<file path="config.mk">
export PLATFORM = sky130hd
export DESIGN_NAME = rrc_caps_regs
export DESIGN_NICKNAME = d
export VERILOG_FILES = /design/src/shared/rrc_pkg.sv /design/src/logic/rrc_caps_regs.sv /design/src/logic/rrc_port_caps.sv
export SDC_FILE = /design/constraint.sdc
export NUM_CORES = 1
export LEC_CHECK = 0
export BUFFER_PORTS_ARGS = -buffer_cell sky130_fd_sc_hd__buf_2
export CAP_MARGIN = 20
export CORE_UTILIZATION = 52
export CTS_CLUSTER_SIZE = 20
export DETAILED_ROUTE_END_ITERATION = 10
export MAX_ROUTING_LAYER = met4
export PLACE_DENSITY = 0.84
export REMOVE_ABC_BUFFERS = 1
export SYNTH_ARGS = -nofsm -noshare
export SYNTH_HDL_FRONTEND = slang
export SYNTH_HIERARCHICAL = 1
export SYNTH_SLANG_ARGS = --single-unit
</file>
<file path="constraint.sdc">
create_clock -name clk -period 2.86 [get_ports clk]
set_clock_uncertainty 0.1 [all_clocks]
set_input_delay 0.572 -clock clk [delete_from_list [all_inputs] [get_ports clk]]
set_output_delay 0.572 -clock clk [all_outputs]
set_load 0.05 [all_outputs]
</file>
<file path="src/shared/rrc_pkg.sv">
// constants and types shared by the remote receiver capability registers
package rrc_pkg;

    // ------------------------------------------------------------
    // register offsets and reset value
    // ------------------------------------------------------------
    localparam logic [7:0] RRC_CAPS1_OFFSET = 8'h20;
    localparam logic [7:0] RRC_CAPS2_OFFSET = 8'h21;
    localparam logic [7:0] RRC_RESET_VALUE = 8'h00;
    localparam logic [7:0] RRC_READ_ZERO = 8'h00;

    // ------------------------------------------------------------
    // field positions inside caps_1 and caps_2
    // ------------------------------------------------------------
    localparam int RRC_HOLD_BIT = 7;
    localparam int RRC_MODE0_BIT = 6;
    localparam int RRC_FREQ_BIT = 5;
    localparam int RRC_EQ_BIT = 4;
    localparam int RRC_MODE_HI_MSB = 1;
    localparam int RRC_MODE_HI_LSB = 0;

    // ------------------------------------------------------------
    // fast control channel mode codes
    // ------------------------------------------------------------
    localparam logic [2:0] RRC_MODE_NORMAL = 3'h0;
    localparam logic [2:0] RRC_MODE_GPIO1 = 3'h1;
    localparam logic [2:0] RRC_MODE_GPIO2 = 3'h2;
    localparam logic [2:0] RRC_MODE_GPIO4 = 3'h3;
    localparam logic [2:0] RRC_MODE_FWD_SPI = 3'h6;
    localparam logic [2:0] RRC_MODE_REV_SPI = 3'h7;

    // decoded meaning of the fast control channel mode
    typedef enum logic [2:0]
    {
        RRC_KIND_NORMAL,
        RRC_KIND_GPIO1,
        RRC_KIND_GPIO2,
        RRC_KIND_GPIO4,
        RRC_KIND_RESERVED,
        RRC_KIND_FWD_SPI,
        RRC_KIND_REV_SPI
    } rrc_kind_t;

endpackage

</file>
<file path="src/logic/rrc_caps_regs.sv">
// remote receiver capability register bank for both link ports
//
// Behaviour
// - hold flag bit 7 blocks channel reloads; software values at 0x20/0x21 stay.
// - bit 6 holds mode bit 0; mode bits 2:1 live in caps_2.
// - on receive lock detect, load mode and training bits unless held.
// - bit 5 set requests the frequency training pattern on the link.
// - bit 4 set requests the equalization training pattern on the link.
// - each link port keeps its own copy; select shows the second copy.
// - mode codes: normal, gpio 1/2/4, reserved, forward spi, reverse spi.
// - select bit routes primary-address accesses to the second port.
module rrc_caps_regs
    import rrc_pkg::*;
(
    input wire logic clk,
    input wire logic reset,
    input wire logic ce,
    input wire logic [7:0] reg_addr,
    input wire logic [7:0] reg_wdata,
    input wire logic reg_wr,
    input wire logic reg_rd,
    input wire logic second_port_view_select,
    input wire logic [1:0] rx_lock,
    input wire logic [2:0] bcc_mode_p0,
    input wire logic [2:0] bcc_mode_p1,
    input wire logic [1:0] bcc_freq,
    input wire logic [1:0] bcc_eq,
    output logic [7:0] reg_rdata,
    output logic [1:0] freq_training_request,
    output logic [1:0] eq_training_request,
    output logic [2:0] fast_ctrl_channel_mode_p0,
    output logic [2:0] fast_ctrl_channel_mode_p1,
    output rrc_kind_t fast_ctrl_channel_kind_p0,
    output rrc_kind_t fast_ctrl_channel_kind_p1
);

    // ------------------------------------------------------------
    // helpers
    // ------------------------------------------------------------
    // mode decode is needed for both ports
    function automatic rrc_kind_t mode_kind(input logic [2:0] mode);
        rrc_kind_t k;
        case (mode)
            RRC_MODE_NORMAL: k = RRC_KIND_NORMAL;
            RRC_MODE_GPIO1: k = RRC_KIND_GPIO1;
            RRC_MODE_GPIO2: k = RRC_KIND_GPIO2;
            RRC_MODE_GPIO4: k = RRC_KIND_GPIO4;
            RRC_MODE_FWD_SPI: k = RRC_KIND_FWD_SPI;
            RRC_MODE_REV_SPI: k = RRC_KIND_REV_SPI;
            default: k = RRC_KIND_RESERVED;
        endcase
        return k;
    endfunction

    // build the caps_1 read image from one port's fields
    function automatic logic [7:0] caps1_image(input logic hold, input logic [2:0] mode,
                                               input logic freq, input logic eq);
        logic [7:0] v;
        v = RRC_READ_ZERO;
        v[RRC_HOLD_BIT] = hold;
        v[RRC_MODE0_BIT] = mode[0];
        v[RRC_FREQ_BIT] = freq;
        v[RRC_EQ_BIT] = eq;
        return v;
    endfunction

    // ------------------------------------------------------------
    // receive lock synchronisers and rising-edge detect
    // ------------------------------------------------------------
    logic [1:0] lock_meta_reg;
    logic [1:0] lock_sync_reg;
    logic [1:0] lock_prev_reg;
    logic [1:0] lock_rise;

    // lock comes from the link receiver, outside this clock domain
    always_ff @(posedge clk or posedge reset)
    begin
        if (reset)
        begin
            lock_meta_reg <= 2'h0;
            lock_sync_reg <= 2'h0;
            lock_prev_reg <= 2'h0;
        end
        else if (ce)
        begin
            lock_meta_reg <= rx_lock;
            lock_sync_reg <= lock_meta_reg;
            lock_prev_reg <= lock_sync_reg;
        end
    end

    assign lock_rise = lock_sync_reg & ~lock_prev_reg;

    // ------------------------------------------------------------
    // write steering by port select
    // ------------------------------------------------------------
    logic hit_caps1;
    logic hit_caps2;
    logic [1:0] port_wr1;
    logic [1:0] port_wr2;

    assign hit_caps1 = reg_wr && (reg_addr == RRC_CAPS1_OFFSET);
    assign hit_caps2 = reg_wr && (reg_addr == RRC_CAPS2_OFFSET);
    // software must set hold alongside its values, else a lock event overwrites them
    assign port_wr1 = {hit_caps1 && second_port_view_select,
                       hit_caps1 && !second_port_view_select};
    assign port_wr2 = {hit_caps2 && second_port_view_select,
                       hit_caps2 && !second_port_view_select};

    // ------------------------------------------------------------
    // per-port copies
    // ------------------------------------------------------------
    logic [1:0] hold_remote_caps;

    rrc_port_caps port0_caps
    (
        .clk(clk),
        .reset(reset),
        .ce(ce),
        .wr_caps1(port_wr1[0]),
        .wr_caps2(port_wr2[0]),
        .wdata(reg_wdata),
        .lock_rise(lock_rise[0]),
        .bcc_mode(bcc_mode_p0),
        .bcc_freq(bcc_freq[0]),
        .bcc_eq(bcc_eq[0]),
        .hold_remote_caps(hold_remote_caps[0]),
        .fast_ctrl_channel_mode(fast_ctrl_channel_mode_p0),
        .freq_training_request(freq_training_request[0]),
        .eq_training_request(eq_training_request[0])
    );

    rrc_port_caps port1_caps
    (
        .clk(clk),
        .reset(reset),
        .ce(ce),
        .wr_caps1(port_wr1[1]),
        .wr_caps2(port_wr2[1]),
        .wdata(reg_wdata),
        .lock_rise(lock_rise[1]),
        .bcc_mode(bcc_mode_p1),
        .bcc_freq(bcc_freq[1]),
        .bcc_eq(bcc_eq[1]),
        .hold_remote_caps(hold_remote_caps[1]),
        .fast_ctrl_channel_mode(fast_ctrl_channel_mode_p1),
        .freq_training_request(freq_training_request[1]),
        .eq_training_request(eq_training_request[1])
    );

    // ------------------------------------------------------------
    // decoded mode, registered so the outputs stay flop-driven
    // ------------------------------------------------------------
    // costs one cycle of lag behind the mode field; consumers only need the level
    always_ff @(posedge clk or posedge reset)
    begin
        if (reset)
        begin
            fast_ctrl_channel_kind_p0 <= RRC_KIND_NORMAL;
            fast_ctrl_channel_kind_p1 <= RRC_KIND_NORMAL;
        end
        else if (ce)
        begin
            fast_ctrl_channel_kind_p0 <= mode_kind(fast_ctrl_channel_mode_p0);
            fast_ctrl_channel_kind_p1 <= mode_kind(fast_ctrl_channel_mode_p1);
        end
    end

    // ------------------------------------------------------------
    // read path
    // ------------------------------------------------------------
    logic [7:0] read_next;

    // select chooses which port's copy answers
    always_comb
    begin
        read_next = RRC_READ_ZERO;
        if (reg_addr == RRC_CAPS1_OFFSET)
        begin
            if (second_port_view_select)
                read_next = caps1_image(hold_remote_caps[1], fast_ctrl_channel_mode_p1,
                                        freq_training_request[1], eq_training_request[1]);
            else
                read_next = caps1_image(hold_remote_caps[0], fast_ctrl_channel_mode_p0,
                                        freq_training_request[0], eq_training_request[0]);
        end
        else if (reg_addr == RRC_CAPS2_OFFSET)
        begin
            if (second_port_view_select)
                read_next[RRC_MODE_HI_MSB:RRC_MODE_HI_LSB] = fast_ctrl_channel_mode_p1[2:1];
            else
                read_next[RRC_MODE_HI_MSB:RRC_MODE_HI_LSB] = fast_ctrl_channel_mode_p0[2:1];
        end
    end

    // read data holds until the next read strobe
    always_ff @(posedge clk or posedge reset)
    begin
        if (reset)
            reg_rdata <= RRC_RESET_VALUE;
        else if (ce && reg_rd)
            reg_rdata <= read_next;
    end

    // ------------------------------------------------------------
    // checks
    // ------------------------------------------------------------
    hold_blocks_load_a: assert property (
        @(posedge clk) disable iff (reset)
        (ce && lock_rise[0] && hold_remote_caps[0] && !port_wr1[0] && !port_wr2[0])
        |=> $stable(fast_ctrl_channel_mode_p0) && $stable(freq_training_request[0]))
        else $error("held port0 caps changed on lock");

    mode_bit_six_a: assert property (
        @(posedge clk) disable iff (reset)
        (ce && reg_rd && reg_addr == RRC_CAPS1_OFFSET && !second_port_view_select)
        |=> reg_rdata[RRC_MODE0_BIT] == $past(fast_ctrl_channel_mode_p0[0]))
        else $error("caps1 bit 6 is not mode bit 0");

    lock_load_a: assert property (
        @(posedge clk) disable iff (reset)
        (ce && lock_rise[1] && !hold_remote_caps[1])
        |=> fast_ctrl_channel_mode_p1 == $past(bcc_mode_p1)
            && eq_training_request[1] == $past(bcc_eq[1]))
        else $error("port1 caps not loaded on lock");

    // an unheld port must take the channel values at every lock edge, also after a hold
    reload_after_hold_a: assert property (
        @(posedge clk) disable iff (reset)
        (ce && lock_rise[0] && !hold_remote_caps[0])
        |=> fast_ctrl_channel_mode_p0 == $past(bcc_mode_p0)
            && freq_training_request[0] == $past(bcc_freq[0]))
        else $error("unheld port0 caps not reloaded on lock");

    freq_write_a: assert property (
        @(posedge clk) disable iff (reset)
        (ce && port_wr1[0] && !lock_rise[0])
        |=> freq_training_request[0] == $past(reg_wdata[RRC_FREQ_BIT]))
        else $error("freq request not written");

    eq_write_a: assert property (
        @(posedge clk) disable iff (reset)
        (ce && port_wr1[1] && !lock_rise[1])
        |=> eq_training_request[1] == $past(reg_wdata[RRC_EQ_BIT]))
        else $error("eq request not written");

    port_isolation_a: assert property (
        @(posedge clk) disable iff (reset)
        (ce && reg_wr && second_port_view_select && !lock_rise[0])
        |=> $stable(hold_remote_caps[0]) && $stable(fast_ctrl_channel_mode_p0))
        else $error("port1 write touched port0");

    mode_decode_a: assert property (
        @(posedge clk) disable iff (reset)
        (ce && fast_ctrl_channel_mode_p0 == RRC_MODE_FWD_SPI)
        |=> fast_ctrl_channel_kind_p0 == RRC_KIND_FWD_SPI)
        else $error("mode 110 not decoded as forward spi");

    select_route_a: assert property (
        @(posedge clk) disable iff (reset)
        (ce && hit_caps2 && second_port_view_select && !lock_rise[1])
        |=> fast_ctrl_channel_mode_p1[2:1] == $past(reg_wdata[1:0]))
        else $error("select did not route write to port1");

endmodule

</file>
<file path="src/logic/rrc_port_caps.sv">
// one link port's copy of the capability fields with lock-time loading
module rrc_port_caps
    import rrc_pkg::*;
(
    input wire logic clk,
    input wire logic reset,
    input wire logic ce,
    input wire logic wr_caps1,
    input wire logic wr_caps2,
    input wire logic [7:0] wdata,
    input wire logic lock_rise,
    input wire logic [2:0] bcc_mode,
    input wire logic bcc_freq,
    input wire logic bcc_eq,
    output logic hold_remote_caps,
    output logic [2:0] fast_ctrl_channel_mode,
    output logic freq_training_request,
    output logic eq_training_request
);

    // ------------------------------------------------------------
    // hold flag: written by software only
    // ------------------------------------------------------------
    always_ff @(posedge clk or posedge reset)
    begin
        if (reset)
            hold_remote_caps <= RRC_RESET_VALUE[RRC_HOLD_BIT];
        else if (ce && wr_caps1)
            hold_remote_caps <= wdata[RRC_HOLD_BIT];
    end

    // ------------------------------------------------------------
    // capability fields: lock-time load wins over a write in the same
    // cycle so that a link event is never lost, but only while unheld
    // ------------------------------------------------------------
    always_ff @(posedge clk or posedge reset)
    begin
        if (reset)
        begin
            fast_ctrl_channel_mode <= RRC_RESET_VALUE[2:0];
            freq_training_request <= RRC_RESET_VALUE[RRC_FREQ_BIT];
            eq_training_request <= RRC_RESET_VALUE[RRC_EQ_BIT];
        end
        else if (ce)
        begin
            if (lock_rise && !hold_remote_caps)
            begin
                fast_ctrl_channel_mode <= bcc_mode;
                freq_training_request <= bcc_freq;
                eq_training_request <= bcc_eq;
            end
            else
            begin
                if (wr_caps1)
                begin
                    fast_ctrl_channel_mode[0] <= wdata[RRC_MODE0_BIT];
                    freq_training_request <= wdata[RRC_FREQ_BIT];
                    eq_training_request <= wdata[RRC_EQ_BIT];
                end
                if (wr_caps2)
                    fast_ctrl_channel_mode[2:1] <= wdata[RRC_MODE_HI_MSB:RRC_MODE_HI_LSB];
            end
        end
    end

endmodule

</file>
After elaboration in Yosys (flattened, before gate mapping)
Cells that the tools add are included.

Eq/ne operators: 12. Bitwise gates (word level): 2. Multiplexer cells: 21. Reduce and logical (&&, ||, !) cells: 24.

Operators by type and width (count): $pmux 3 s6 (2); $eq 8x6->1 const B (2); $eq 3x2->1 const B (4); $eq 3x3->1 const B (4); $logic_and 1x1->1 (11); $mux 1 (10); $mux 2 (5); $mux 8 (1); $reduce_and 2->1 (4); $reduce_bool 2->1 (4); $eq 3x1->1 const B (2); $logic_not 3->1 (2); $mux 3 (2); $mux 6 (1); $logic_not 1->1 (3); $and 2x2->2 (1); $not 2->2 (1).

Register bits: 32. Word-level logic and storage cells: 75. Output and inout port bits: 24. Bits of input ports: 34.

Logic depth before layout (Yosys ltp)
Word-level depth: 5. Gate-level depth with buffers: 6. Depth with buffers taken out: 6.

Hierarchy
Netlist, hierarchy kept.

Modules (own cells, without submodules): rrc_caps_regs (area each 905.9 um^2, instances 1, cells each 82); rrc_port_caps (area each 321.6 um^2, instances 2, cells each 32).

Least setup slack after synthesis
No wires, ideal clock.

Path type: input port to flip-flop. Start: in reg_addr[4]. End: reg port0_caps.hold_remote_caps. Data required time: 2.633 ns. Buffers on the path: 0. Setup slack: 0.795 ns. Library setup time: 0.127 ns. Arrival time: 1.837 ns. Stages: 5. Cells stage by stage: nor4b_4 > nand2_2 > nor4b_2 > nand2_1 > mux2_1.

Longest elaborated chain between the ends: 4.

RTL lines: start: declaration (line rrc_caps_regs.sv:18) `input wire logic [7:0] reg_addr,`; $eq 8x6->1 (line rrc_caps_regs.sv:102) `assign hit_caps1 = reg_wr && (reg_addr == RRC_CAPS1_OFFSET);`; $logic_and 1x1->1 (line rrc_caps_regs.sv:102); $logic_and 1x1->1 (line rrc_caps_regs.sv:106) `hit_caps1 && !second_port_view_select};`; via port_wr1[0] (line rrc_caps_regs.sv:99) `logic [1:0] port_wr1;`; $logic_and 1x1->1 (line rrc_port_caps.sv:28) `else if (ce && wr_caps1)`; end signal: assignment (line rrc_port_caps.sv:27) `hold_remote_caps <= RRC_RESET_VALUE[RRC_HOLD_BIT];`; end signal: assignment (line rrc_port_caps.sv:29) `hold_remote_caps <= wdata[RRC_HOLD_BIT];`; end: declaration (line rrc_port_caps.sv:15) `output logic hold_remote_caps,`.

The timed path passes the listed nets, and every way through them passes these cells. A chain may end at the register's enable or synchronous reset.

Final worst setup path
Same ends and word-level chain as after synthesis.

==> metrics <==
I/O pin cnt just under 60; max-capacitance violation count 0; grt total ovfl 0; total number of vias 1354; latest clock arrival within the worst-skew pair approximately 0.33 ns; startpoint class of the critical path input port; clock root cell sky130_fd_sc_hd__clkbuf_4; count of standard-cell rows 19; clock slew at reported path FFs 0.09 ns; actual transition at the worst max-transition pin about 0.7 ns; Placer Congestion approximately 0.83; vias in the first global route 1293; Total Wirelength 3410 um; capturing element type of the critical path register; total CTS buffers 5; routed wire length per instance around 15 um; cell count after placement approximately 230; pin count of the biggest net entering global routing 24; max-slew violations 0; number of flops mapped to enable cells by yosys 0; number of cells produced by synthesis approximately 150; Power, Total around 1.5 mW; setup repair after global routing missed its margin false; area grow syn2layout 22.3%; Floorplan Core Area about 0.0028 mm2; Worst Setup Path Type in -> reg; fraction of layout instances using a drive strength above 1 39.2%; antenna violations before repair 0; mapped cell area 0.00155 mm2; proportion of register bits with asynchronous set or reset after synthesis 100%; register with the most flip-flops reg_rdata; critical path fanouts, max 7; worst hold margin 0.0612 ns; DR pass1 iterations 4; Required @ worst endpoint approximately 3.0 ns; count of endpoints failing setup in the final report 0; number of clock sinks 30; clock period minus worst slack 1.98 ns; Nets between 200 and 250; predominant post-synthesis flop cell sky130_fd_sc_hd__dfrtp_1; clock tree from TritonCTS yes; total number of yosys warnings 6; violation count after the first detailed-routing iteration 37; Finished Layout Cells roughly 240; Max clock buf depth 2; Die Outline Area 0.00320 mm2; total DRC errors in the routed layout 0; final cell utilization of the core about 68%; unique cell type count in the Yosys netlist 26; Power Dens Cells about 800 mW/mm2; post-synthesis average cell area 10.6 um2; Max Freq roughly 0.5 GHz; worst endpoint data arrival time approximately 2.1 ns; input/output buffers 53; H-Tree Level Count 2; die outline width roughly 57 um; fraction of the cycle the final worst path needs a little over two thirds; postcts setup bufs 0; initial standard-cell utilization of the core between 50% and 60%; path type of the worst min-delay path in -> async; filler cell count in the final layout 232; flip-flop and latch count after synthesis 30; LEAKAGE roughly 0.91 nW; Die H roughly 57 um; number of buffers added to fix hold violations after cts 0; max_slew headroom around 53%; total global routing track utilization around a quarter; sequential cell area fraction in the yosys report 48.5%; run status finished clean; highest ir drop seen on vdd 0.730 mV; total inserted antenna cells 0; Final TNS setup 0 ns; Largest register FFs 6; HPWL after DPL between 2000 and 3000 um; DRT antenna net count 0; detail-routed via count per cell approximately 5.8; first-pass GRT wire length about 5700 um; Gates resized, CTS repair 0; endpoints failing hold 0
worst max-delay path, stage by stage:
cell,delay [ns]
sky130_fd_sc_hd__buf_2,0.11
sky130_fd_sc_hd__nor4b_4,0.29
sky130_fd_sc_hd__nand2_2,0.16
sky130_fd_sc_hd__nor4b_2,0.52
sky130_fd_sc_hd__nand2_1,0.11
sky130_fd_sc_hd__mux2_1,0.33
metal layers:
metal	up-vias	share of wire (%)	GRT usage [%]	wire length, um
met2	59	49	37.1	1670
met3	4	7.4	6.22	253
li1	638	-	-	-
met5	-	0	-	0
met1	653	43	30.4	1460
met4	0	1.0	10.1	35
cells in the mapped netlist, types with 2 or more instances:
cell type | instances | area share (%)
sky130_fd_sc_hd__a22o_1 | 10 | 5.7
sky130_fd_sc_hd__o21ai_2 | 4 | 2.3
sky130_fd_sc_hd__nand3b_1 | 12 | 5.8
sky130_fd_sc_hd__mux2_2 | 9 | 6.5
sky130_fd_sc_hd__buf_2 | 3 | 0.97
sky130_fd_sc_hd__nor2b_1 | 4 | 1.6
sky130_fd_sc_hd__nand2_1 | 22 | 5.3
sky130_fd_sc_hd__and2b_4 | 2 | 1.3
sky130_fd_sc_hd__buf_4 | 2 | 0.97
sky130_fd_sc_hd__o21ai_0 | 11 | 3.6
sky130_fd_sc_hd__mux2_1 | 2 | 1.5
sky130_fd_sc_hd__a21oi_1 | 3 | 0.97
sky130_fd_sc_hd__dfrtp_1 | 30 | 48
sky130_fd_sc_hd__inv_1 | 5 | 1.2
sky130_fd_sc_hd__nor2_1 | 4 | 0.97
sky130_fd_sc_hd__o31ai_1 | 5 | 2.4
sky130_fd_sc_hd__mux2i_1 | 6 | 3.9
sky130_fd_sc_hd__nand3_1 | 3 | 0.97
sky130_fd_sc_hd__nor3_1 | 2 | 0.65
area by class of cell:
class,instances,area [um2],share of cell area (%)
Timing Repair Buffer,54,273,14.4
Sequential cell,30,751,39.6
Inverter,5,18.8,0.991
Clock buffer,7,55.1,2.91
Tap cell,31,38.8,2.05
Clock inverter,1,5.00,0.264
Multi-Input combinational cell,107,753,39.8
logic make-up after synthesis:
kind of cell | share of synthesized area, %
other | 0.242
muxes | 11.9
buffers and inverters | 3.15
DFF | 48.5
AOI/OAI and AO/OA | 16.3
and+or+nand+nor | 20.0
report_power, final:
group	switching (mW)	internal, mW
Clock	0.142	0.119
Combinational	0.437	0.185
Sequential	0.0851	0.516
through the flow:
stage	setup slack (ns)	cell area (um2)
final	0.876	1890
after global routing	0.759	1890
after CTS	0.859	1890
after detailed placement	0.506	1830
after global placement	0.546	1830
after floorplan	0.795	1520
cells in the final DEF, fill, tap and decap left out, types with 2 or more instances in the layout:
cell	instances
sky130_fd_sc_hd__a21oi_1	3
sky130_fd_sc_hd__a22o_1	10
sky130_fd_sc_hd__and2b_4	2
sky130_fd_sc_hd__buf_2	53
sky130_fd_sc_hd__clkbuf_4	5
sky130_fd_sc_hd__conb_1	2
sky130_fd_sc_hd__dfrtp_1	30
sky130_fd_sc_hd__inv_1	5
sky130_fd_sc_hd__mux2_1	2
sky130_fd_sc_hd__mux2_2	9
sky130_fd_sc_hd__mux2i_1	6
sky130_fd_sc_hd__nand2_1	22
sky130_fd_sc_hd__nand3_1	3
sky130_fd_sc_hd__nand3b_1	12
sky130_fd_sc_hd__nor2_1	4
sky130_fd_sc_hd__nor2b_1	4
sky130_fd_sc_hd__nor3_1	2
sky130_fd_sc_hd__o21ai_0	11
sky130_fd_sc_hd__o21ai_2	4
sky130_fd_sc_hd__o31ai_1	5
worst paths after layout:
kind,start,to,slack [ns],depth (start not counted)
worst min-delay path,reset,port0_caps/freq_training_request,0.06,2
worst max-delay path,reg_addr[4],port0_caps/hold_remote_caps,0.88,6
worst max register to register,lock_sync_reg[1],port1_caps/freq_training_request,1.32,4
max in group asynchronous,reset,reg_rdata[5],1.95,2
min in group clk,rx_lock[1],lock_meta_reg[1],0.37,2
worst min register to register,reg_rdata[5],reg_rdata[5],0.40,2
Note: power is estimated with default switching activity, not from simulation.
